File: src/pkg/rps_pkg.sv
// Package: register map, field layout and reset values of the pool/scheduler
package rps_pkg;
    localparam int          RPS_CHANNELS      = 4;
    localparam int          RPS_ADDR_W        = 12;
    localparam int          RPS_TBL_WORDS     = 64;
    localparam int          RPS_ENT_PER_WORD  = 4;
    localparam int          RPS_TBL_ENTRIES   = 256;
    // Byte addresses
    localparam logic [11:0] RPS_FIRST_BASE    = 12'h000;
    localparam logic [11:0] RPS_LATER_BASE    = 12'h010;
    localparam logic [11:0] RPS_SCHED_CTRL    = 12'h020;
    localparam logic [11:0] RPS_SCHED_STATUS  = 12'h024;
    localparam logic [11:0] RPS_TBL_BASE      = 12'h100;
    // Pool register fields
    localparam int          RPS_LO_NUM_LSB    = 0;
    localparam int          RPS_LO_MGR_LSB    = 12;
    localparam int          RPS_HI_NUM_LSB    = 16;
    localparam int          RPS_HI_MGR_LSB    = 28;
    localparam logic [31:0] RPS_POOL_MASK     = 32'h3fff3fff;
    localparam logic [31:0] RPS_POOL_RESET    = 32'h00000000;
    // Scheduler control fields
    localparam int          RPS_EN_BIT        = 31;
    localparam int          RPS_LAST_LSB      = 0;
    localparam logic [31:0] RPS_CTRL_MASK     = 32'h800000ff;
    localparam logic [31:0] RPS_CTRL_RESET    = 32'h00000000;
    // Table entry fields within each byte
    localparam int          RPS_ENT_DIR_BIT   = 7;
    localparam int          RPS_ENT_CHAN_LSB  = 0;
    // AXI responses
    localparam logic [1:0]  RPS_RESP_OKAY     = 2'h0;
    localparam logic [1:0]  RPS_RESP_DECERR   = 2'h3;
endpackage

File: src/rtl/rps_dma_sched.sv
// Receive pool selection registers and credit scheduler with AXI4-Lite slave
//
// The register addresses and the AXI4-Lite interface to the registers were left to the implementer.
`timescale 1ns/1ps
module rps_dma_sched
    import rps_pkg::*;
#(
    parameter int NCH = RPS_CHANNELS
) (
    input  wire logic                  clk_sys_i,
    input  wire logic                  rst_i,
    // AXI4-Lite slave
    input  wire logic [RPS_ADDR_W-1:0] s_axi_awaddr_i,
    input  wire logic                  s_axi_awvalid_i,
    output logic                       s_axi_awready_o,
    input  wire logic [31:0]           s_axi_wdata_i,
    input  wire logic [3:0]            s_axi_wstrb_i,
    input  wire logic                  s_axi_wvalid_i,
    output logic                       s_axi_wready_o,
    output logic [1:0]                 s_axi_bresp_o,
    output logic                       s_axi_bvalid_o,
    input  wire logic                  s_axi_bready_i,
    input  wire logic [RPS_ADDR_W-1:0] s_axi_araddr_i,
    input  wire logic                  s_axi_arvalid_i,
    output logic                       s_axi_arready_o,
    output logic [31:0]                s_axi_rdata_o,
    output logic [1:0]                 s_axi_rresp_o,
    output logic                       s_axi_rvalid_o,
    input  wire logic                  s_axi_rready_i,
    // Pool lookup from the receive channels
    input  wire logic                  pool_req_valid_i,
    input  wire logic [1:0]            pool_req_chan_i,
    input  wire logic [7:0]            pool_req_buf_cnt_i,
    output logic                       pool_rsp_valid_o,
    output logic [1:0]                 pool_rsp_mgr_o,
    output logic [11:0]                pool_rsp_num_o,
    // Scheduling credits to the packet DMA
    output logic                       credit_valid_o,
    output logic                       credit_dir_o,
    output logic [3:0]                 credit_chan_o,
    input  wire logic                  credit_ready_i
);
    // Address map (byte addresses): first pool words 0x000 + 4n, later pool
    // words 0x010 + 4n, control 0x020, status 0x024 (credit pending in bit
    // 31, current slot in bits 7:0), table words 0x100 + 4w; all else
    // answers DECERR and changes nothing.
    // Register state
    logic [31:0]           first_pools_cfg_reg [NCH];
    logic [31:0]           later_pools_cfg_reg [NCH];
    logic [31:0]           scheduler_control_reg;
    logic [4:0]            sched_tbl_reg [RPS_TBL_ENTRIES];
    logic [7:0]            slot_idx_reg;
    // Bus state
    logic                  awready_reg;
    logic                  wready_reg;
    logic                  bvalid_reg;
    logic [1:0]            bresp_reg;
    logic [RPS_ADDR_W-1:0] awaddr_reg;
    logic [31:0]           wdata_reg;
    logic [3:0]            wstrb_reg;
    logic                  arready_reg;
    logic                  rvalid_reg;
    logic [1:0]            rresp_reg;
    logic [31:0]           rdata_reg;
    // Lookup and credit outputs
    logic                  pool_rsp_valid_reg;
    logic [1:0]            pool_rsp_mgr_reg;
    logic [11:0]           pool_rsp_num_reg;
    logic                  credit_valid_reg;
    logic                  credit_dir_reg;
    logic [3:0]            credit_chan_reg;

    // Decoded strobes and selections
    logic                  wr_go;
    logic [NCH-1:0]        first_hit;
    logic [NCH-1:0]        later_hit;
    logic                  ctrl_hit;
    logic                  tbl_hit;
    logic                  sched_en;
    logic [7:0]            last_entry;
    logic [7:0]            slot_idx_next;
    logic [4:0]            fetch_entry;
    logic [31:0]           rd_word;
    logic [31:0]           pool_pair_word;
    logic                  pool_upper;
    logic [1:0]            pool_sel_mgr;
    logic [11:0]           pool_sel_num;

    // Byte-lane merge of a write into a masked register
    function automatic logic [31:0] merge(input logic [31:0] old_v,
                                          input logic [31:0] new_v,
                                          input logic [3:0]  strb,
                                          input logic [31:0] mask);
        logic [31:0] res;
        res = old_v;
        for (int b = 0; b < 4; b++) begin
            if (strb[b]) begin
                res[8*b +: 8] = new_v[8*b +: 8];
            end
        end
        return res & mask;
    endfunction

    // Address is one of the mapped word locations
    function automatic logic mapped(input logic [RPS_ADDR_W-1:0] a);
        logic ok;
        ok = 1'b0;
        if (a[1:0] == 2'h0) begin
            if (a < RPS_SCHED_STATUS + 12'h004) begin
                ok = 1'b1;
            end
            if (a >= RPS_TBL_BASE &&
                a < RPS_TBL_BASE + 12'(4 * RPS_TBL_WORDS)) begin
                ok = 1'b1;
            end
        end
        return ok;
    endfunction

    // A write commits once both halves are held and no response is pending
    assign wr_go      = !awready_reg && !wready_reg && !bvalid_reg;
    assign sched_en   = scheduler_control_reg[RPS_EN_BIT];
    assign last_entry = scheduler_control_reg[RPS_LAST_LSB +: 8];
    // Wrap also covers a last entry lowered beneath the current slot
    assign slot_idx_next = (slot_idx_reg >= last_entry) ? 8'h00
                                                        : slot_idx_reg + 8'h01;
    assign fetch_entry   = sched_tbl_reg[slot_idx_reg];

    // Write decode: one strobe per pool and control register, one for the whole table, valid only in the commit cycle
    always_comb begin
        for (int c = 0; c < NCH; c++) begin
            first_hit[c] = wr_go && awaddr_reg == RPS_FIRST_BASE + 12'(4 * c);
            later_hit[c] = wr_go && awaddr_reg == RPS_LATER_BASE + 12'(4 * c);
        end
        ctrl_hit = wr_go && awaddr_reg == RPS_SCHED_CTRL;
        tbl_hit  = wr_go && mapped(awaddr_reg) && awaddr_reg >= RPS_TBL_BASE;
    end

    // Write address held from its take until the response is accepted;
    // awready stays low while a response is pending, so one write at a time
    always_ff @(posedge clk_sys_i) begin
        if (rst_i) begin
            awready_reg <= 1'b1;
            awaddr_reg  <= '0;
        end else if (awready_reg && s_axi_awvalid_i) begin
            awready_reg <= 1'b0;
            awaddr_reg  <= s_axi_awaddr_i;
        end else if (bvalid_reg && s_axi_bready_i) begin
            awready_reg <= 1'b1;
        end
    end

    // Write data held the same way; address and data may come in any order
    always_ff @(posedge clk_sys_i) begin
        if (rst_i) begin
            wready_reg <= 1'b1;
            wdata_reg  <= 32'h00000000;
            wstrb_reg  <= 4'h0;
        end else if (wready_reg && s_axi_wvalid_i) begin
            wready_reg <= 1'b0;
            wdata_reg  <= s_axi_wdata_i;
            wstrb_reg  <= s_axi_wstrb_i;
        end else if (bvalid_reg && s_axi_bready_i) begin
            wready_reg <= 1'b1;
        end
    end

    // Response raised the cycle after the commit cycle, dropped when taken
    always_ff @(posedge clk_sys_i) begin
        if (rst_i) begin
            bvalid_reg <= 1'b0;
            bresp_reg  <= RPS_RESP_OKAY;
        end else if (wr_go) begin
            bvalid_reg <= 1'b1;
            bresp_reg  <= mapped(awaddr_reg) ? RPS_RESP_OKAY
                                             : RPS_RESP_DECERR;
        end else if (bvalid_reg && s_axi_bready_i) begin
            bvalid_reg <= 1'b0;
        end
    end

    // Pool registers, one pair per channel
    always_ff @(posedge clk_sys_i) begin
        if (rst_i) begin
            for (int c = 0; c < NCH; c++) begin
                first_pools_cfg_reg[c] <= RPS_POOL_RESET;
                later_pools_cfg_reg[c] <= RPS_POOL_RESET;
            end
        end else begin
            for (int c = 0; c < NCH; c++) begin
                if (first_hit[c]) begin
                    first_pools_cfg_reg[c] <= merge(first_pools_cfg_reg[c],
                        wdata_reg, wstrb_reg, RPS_POOL_MASK);
                end
                if (later_hit[c]) begin
                    later_pools_cfg_reg[c] <= merge(later_pools_cfg_reg[c],
                        wdata_reg, wstrb_reg, RPS_POOL_MASK);
                end
            end
        end
    end

    // Scheduler control
    always_ff @(posedge clk_sys_i) begin
        if (rst_i) begin
            scheduler_control_reg <= RPS_CTRL_RESET;
        end else if (ctrl_hit) begin
            scheduler_control_reg <= merge(scheduler_control_reg, wdata_reg,
                                           wstrb_reg, RPS_CTRL_MASK);
        end
    end

    // Table: byte lane k of word w is entry 4*w+k
    always_ff @(posedge clk_sys_i) begin
        if (rst_i) begin
            for (int e = 0; e < RPS_TBL_ENTRIES; e++) begin
                sched_tbl_reg[e] <= 5'h00;
            end
        end else if (tbl_hit) begin
            for (int k = 0; k < RPS_ENT_PER_WORD; k++) begin
                if (wstrb_reg[k]) begin
                    sched_tbl_reg[{awaddr_reg[7:2], 2'(k)}] <= {
                        wdata_reg[8*k + RPS_ENT_DIR_BIT],
                        wdata_reg[8*k + RPS_ENT_CHAN_LSB +: 4]
                    };
                end
            end
        end
    end

    // Read decode; pool and table words are write-only and read zero
    always_comb begin
        rd_word = 32'h00000000;
        if (s_axi_araddr_i == RPS_SCHED_CTRL) begin
            rd_word = scheduler_control_reg;
        end
        if (s_axi_araddr_i == RPS_SCHED_STATUS) begin
            rd_word = {credit_valid_reg, 23'h000000, slot_idx_reg};
        end
    end

    // Reads answer one cycle after the address is taken
    always_ff @(posedge clk_sys_i) begin
        if (rst_i) begin
            arready_reg <= 1'b1;
            rvalid_reg  <= 1'b0;
            rresp_reg   <= RPS_RESP_OKAY;
            rdata_reg   <= 32'h00000000;
        end else begin
            if (arready_reg && s_axi_arvalid_i) begin
                arready_reg <= 1'b0;
                rvalid_reg  <= 1'b1;
                rresp_reg   <= mapped(s_axi_araddr_i) ? RPS_RESP_OKAY
                                                      : RPS_RESP_DECERR;
                rdata_reg   <= rd_word;
            end
            if (rvalid_reg && s_axi_rready_i) begin
                rvalid_reg  <= 1'b0;
                arready_reg <= 1'b1;
            end
        end
    end

    // Pool selection: buffer count 0,1,2 pick a half each, 3 and up share one
    always_comb begin
        pool_pair_word = first_pools_cfg_reg[pool_req_chan_i];
        pool_upper     = pool_req_buf_cnt_i[0];
        if (pool_req_buf_cnt_i >= 8'h02) begin
            pool_pair_word = later_pools_cfg_reg[pool_req_chan_i];
            pool_upper     = (pool_req_buf_cnt_i != 8'h02);
        end
        if (pool_upper) begin
            pool_sel_mgr = pool_pair_word[RPS_HI_MGR_LSB +: 2];
            pool_sel_num = pool_pair_word[RPS_HI_NUM_LSB +: 12];
        end else begin
            pool_sel_mgr = pool_pair_word[RPS_LO_MGR_LSB +: 2];
            pool_sel_num = pool_pair_word[RPS_LO_NUM_LSB +: 12];
        end
    end

    // Lookup answer registered one cycle after each request cycle
    always_ff @(posedge clk_sys_i) begin
        if (rst_i) begin
            pool_rsp_valid_reg <= 1'b0;
            pool_rsp_mgr_reg   <= 2'h0;
            pool_rsp_num_reg   <= 12'h000;
        end else begin
            pool_rsp_valid_reg <= pool_req_valid_i;
            if (pool_req_valid_i) begin
                pool_rsp_mgr_reg <= pool_sel_mgr;
                pool_rsp_num_reg <= pool_sel_num;
            end
        end
    end

    // Credit scheduler: fetch, present, advance after acceptance
    // A credit stands until taken; clearing the enable withdraws it
    always_ff @(posedge clk_sys_i) begin
        if (rst_i) begin
            slot_idx_reg     <= 8'h00;
            credit_valid_reg <= 1'b0;
            credit_dir_reg   <= 1'b0;
            credit_chan_reg  <= 4'h0;
        end else if (!sched_en) begin
            slot_idx_reg     <= 8'h00;
            credit_valid_reg <= 1'b0;
        end else if (credit_valid_reg) begin
            if (credit_ready_i) begin
                credit_valid_reg <= 1'b0;
                slot_idx_reg     <= slot_idx_next;
            end
        end else begin
            credit_valid_reg <= 1'b1;
            credit_dir_reg   <= fetch_entry[4];
            credit_chan_reg  <= fetch_entry[3:0];
        end
    end

    assign s_axi_awready_o  = awready_reg;
    assign s_axi_wready_o   = wready_reg;
    assign s_axi_bvalid_o   = bvalid_reg;
    assign s_axi_bresp_o    = bresp_reg;
    assign s_axi_arready_o  = arready_reg;
    assign s_axi_rvalid_o   = rvalid_reg;
    assign s_axi_rresp_o    = rresp_reg;
    assign s_axi_rdata_o    = rdata_reg;
    assign pool_rsp_valid_o = pool_rsp_valid_reg;
    assign pool_rsp_mgr_o   = pool_rsp_mgr_reg;
    assign pool_rsp_num_o   = pool_rsp_num_reg;
    assign credit_valid_o   = credit_valid_reg;
    assign credit_dir_o     = credit_dir_reg;
    assign credit_chan_o    = credit_chan_reg;
endmodule

File: config.mk
export PLATFORM = sky130hd
export DESIGN_NAME = rps_dma_sched
export DESIGN_NICKNAME = d
export VERILOG_FILES = /design/src/pkg/rps_pkg.sv /design/src/rtl/rps_dma_sched.sv
export SDC_FILE = /design/constraint.sdc
export NUM_CORES = 2
export LEC_CHECK = 0
export BUFFER_PORTS_ARGS = -buffer_cell sky130_fd_sc_hd__buf_2
export CAP_MARGIN = 10
export CORE_MARGIN = 1
export CORE_UTILIZATION = 55
export DETAILED_ROUTE_END_ITERATION = 8
export GPL_TIMING_DRIVEN = 0
export MAX_ROUTING_LAYER = met4
export PLACE_DENSITY = 0.71
export SETUP_SLACK_MARGIN = 0.2
export SLEW_MARGIN = 5
export SYNTH_ARGS = -nofsm -noshare
export SYNTH_HDL_FRONTEND = slang
export SYNTH_SLANG_ARGS = --single-unit
File: constraint.sdc
create_clock -name clk_sys_i -period 3.7 [get_ports clk_sys_i]
set_clock_uncertainty 0.2 [all_clocks]
set_input_delay 0.185 -clock clk_sys_i [delete_from_list [all_inputs] [get_ports clk_sys_i]]
set_output_delay 0.185 -clock clk_sys_i [all_outputs]
set_load 0.01 [all_outputs]
==> impl_results.md <==
- Total global-route track usage: 41.8%
- Share of cells above drive strength 1: 19.3%
- Routed wire length: 267 mm
- Die Ht: 363 µm
- Synth Flop Type: edfxtp_1
- VDD IR-drop max: 564 µV
- I/O Buffers: 110
- H-tree Lvls: 4
- Final net count: 5907
- Largest net degree at the start of global routing: 17
- # DRC: 0
- Worst EP arrival: 4180 ps
- Num CTS Buffers: 163
- Leakage: 0.0277 µW
- Die W: 363 µm
- Yosys cell types: 57
- IO Count: 141
- Post-Syn Area: 71800 µm²
- Outcome: finished, violations left
- Post-layout min period: 3650 ps
- Synth async-reset ratio: 0%
- Clock root buffer: clkbuf_16
- DR iter-0 viols: 10100
- Insertion delay to the later sink of the worst-skew pair: 850 ps
- Detailed placement HPWL: 178 mm
- Seq cells post-synth: 1604
- WP data required: 4230 ps
- Longest Clk Path Bufs: 3
- CP Capture Type: register
- Worst slew margin: -2.70%
- Wire per inst: 34.5 µm
- Die area: 132000 µm²
- Final Hold Fails: 0
- Placement row count: 132
- Max frequency: 0.274 GHz
- Cells along the critical path: buf_2, buf_2, clkdlybuf4s15_2, mux2i_1, o21ai_1, nor4_1, nor3_1, nand3_1, nand4_1
- Hold crit path type: in2reg
- Critical Path Source Type: register
- Max reg flops: 1280
- Post-synth EDFFs: 1504
- CP Buf/Inv Count: 3
- YS warnings: 0
- Slew Viols, Final: 33
- CTS tree: done
- Mapped Cells: 5352
- Fill cells: 9579
- First-pass GRT wire length: 367 mm
- Crit-path max cell delay: 720 ps
- Hold slack: 54.7 ps
- Initial antenna violation count: 24
- Vias post-DR: 52400
- Initial Util: 55.5%
- Sequential area share after synthesis: 65.7%
- Vias per Instance: 6.76
- Tcrit/Tclk final: 98.7%
- RSZ-0062 raised after global routing: yes
- Slowest-stage cell, CP: clkdlybuf4s15_2
- Vias in the first global route: 49500
- Max-cap violations: 3
- Clk slew on worst S/H paths: 60 ps
- Failing checks: max-capacitance violations, max-slew violations
- Syn Area/Cell: 13.4 µm²
- Most used cell, CP: buf_2
- Clock sinks: 1604
- GRT Residual Overflow: 0
- Overall power: 38800 µW
- Antenna Violating Nets Remaining: 0
- Final-report setup violation count: 0
- Crit-path max FO: 10
- Worst Max-Slew Pin Slew: 1540 ps
- Placeable Area: 129000 µm²
- Top Family by Delay on Critical Path: buffers and inverters
- P per Cell Area: 469 nW/µm²
- Synthesis-to-finish area growth: 15.2%
- Crit Path Class: reg2reg
- DR pass1 iterations: 8
- Post-CTS Setup Repair Bufs: 0
- Final Wtd Congestion: 1.12
==> routing by layer <==
metal  track usage (%)  share of wire (%)  up-vias
met3              17.7                 18     1058
met4              24.2                6.9        0
li1                  -                  -    20500
met5                 -                  0        -
met2              57.1                 42     5075
met1              52.0                 33    25800
==> stage by stage <==
stage	cell area (µm²)	util [%]	instances	TNS, ps	worst slack [ps]
CTS	82300	63.6	7699	0	142
global route	82800	63.9	7731	0	57.8
finish	82800	63.9	7741	0	48.9
global placement	74700	57.7	7226	-728680	-2300
detailed placement	75000	58.0	7253	-152910	-611
floorplan	71900	-	5374	0	841
==> cells in the mapped netlist, drive strengths merged (11+ instances only) <==
cell,instances,area [µm²]
nor4,16,100
a2111oi,26,228
nand2,285,1090
nor3,21,115
edfxtp,1504,45200
a21oi,85,425
o221ai,20,175
a21o,52,390
a221oi,25,219
mux4,311,7000
mux2i,161,1610
o22ai,35,219
and3,100,626
a22oi,34,255
inv,24,90.1
nand2b,24,150
mux2,38,428
and2,148,926
o21bai,226,1700
clkbuf,352,1320
dfxtp,100,2000
or2,20,125
buf,205,1220
nand3,75,375
o21ai,32,160
nor2b,11,68.8
nor2,1360,5110
==> area by class of cell <==
type	instances	area, µm²	share of cell area (%)
diodes	41	103	0.124
plain buffers	557	2770	3.34
clock buffers	214	4330	5.23
clock inverters	90	908	1.10
inverters	24	90.1	0.109
multi-input cells	3189	22900	27.7
flip-flops and latches	1604	47200	57.0
well taps	1742	2180	2.63
repair buffers	280	2320	2.81
==> power breakdown <==
part	total [µW]	leakage, µW	internal (µW)	switching, µW
clock	16500	0.00254	8990	7480
sequential	20600	0.0164	20400	208
combinational	1810	0.00875	633	1170
total	38800	0.0277	30000	8860
==> path summary, 6_finish.rpt <==
check,start,endpoint,slack (ps),cells past startpoint
min reg2reg,scheduler_control_reg[4],scheduler_control_reg[4],260,2
min,s_axi_awaddr_i[4],awaddr_reg[4],50,4
max,slot_idx_reg[4],credit_chan_o[0],50,9
max reg2reg,slot_idx_reg[4],credit_chan_o[0],50,9
==> cell families (layout without fill, tap and decap cells) <==
family / count (synthesis) / in the layout / share of synthesized area (%)
DFF: 1604 / 1604 / 65.7
AOI/OAI and AO/OA: 560 / 560 / 5.55
other: 1 / 64 / 0.00522
muxes: 510 / 510 / 12.6
xor gates and xnor gates: 6 / 6 / 0.0732
buffers and inverters: 581 / 1165 / 3.66
adders and majority gates: 9 / 9 / 0.157
and+or+nand+nor: 2081 / 2081 / 12.3
==> worst register-to-register path, stage by stage, from the launching register on <==
cell and delay, ps:
dfxtp_1 350, buf_2 350, buf_2 480, clkdlybuf4s15_2 730, mux2i_1 410, o21ai_1 140, nor4_1 520, nor3_1 110
nand3_1 160, nand4_1 90
==> cell usage in the layout (no fill, tap or decap), types with 95 or more instances in the layout <==
| cell | n |
|---|---|
| clkbuf_1 | 355 |
| o21bai_1 | 95 |
| clkbuf_16 | 163 |
| mux4_2 | 311 |
| and3_1 | 100 |
| buf_2 | 207 |
| dlygate4sd3_1 | 142 |
| o21bai_2 | 130 |
| and2_1 | 148 |
| mux2i_1 | 161 |
| dfxtp_1 | 99 |
| nor2_1 | 1352 |
| nand2_1 | 264 |
| edfxtp_1 | 1504 |
==> repair_timing <==
action | CTS | global route
pin swaps | 1 | 2
setup endpoints to repair | 1048 | 1539
hold endpoints to repair | 84 | 0
resized for setup | 196 | 126
hold buffers | 142 | 0
Power figures use the tool's default switching activity.
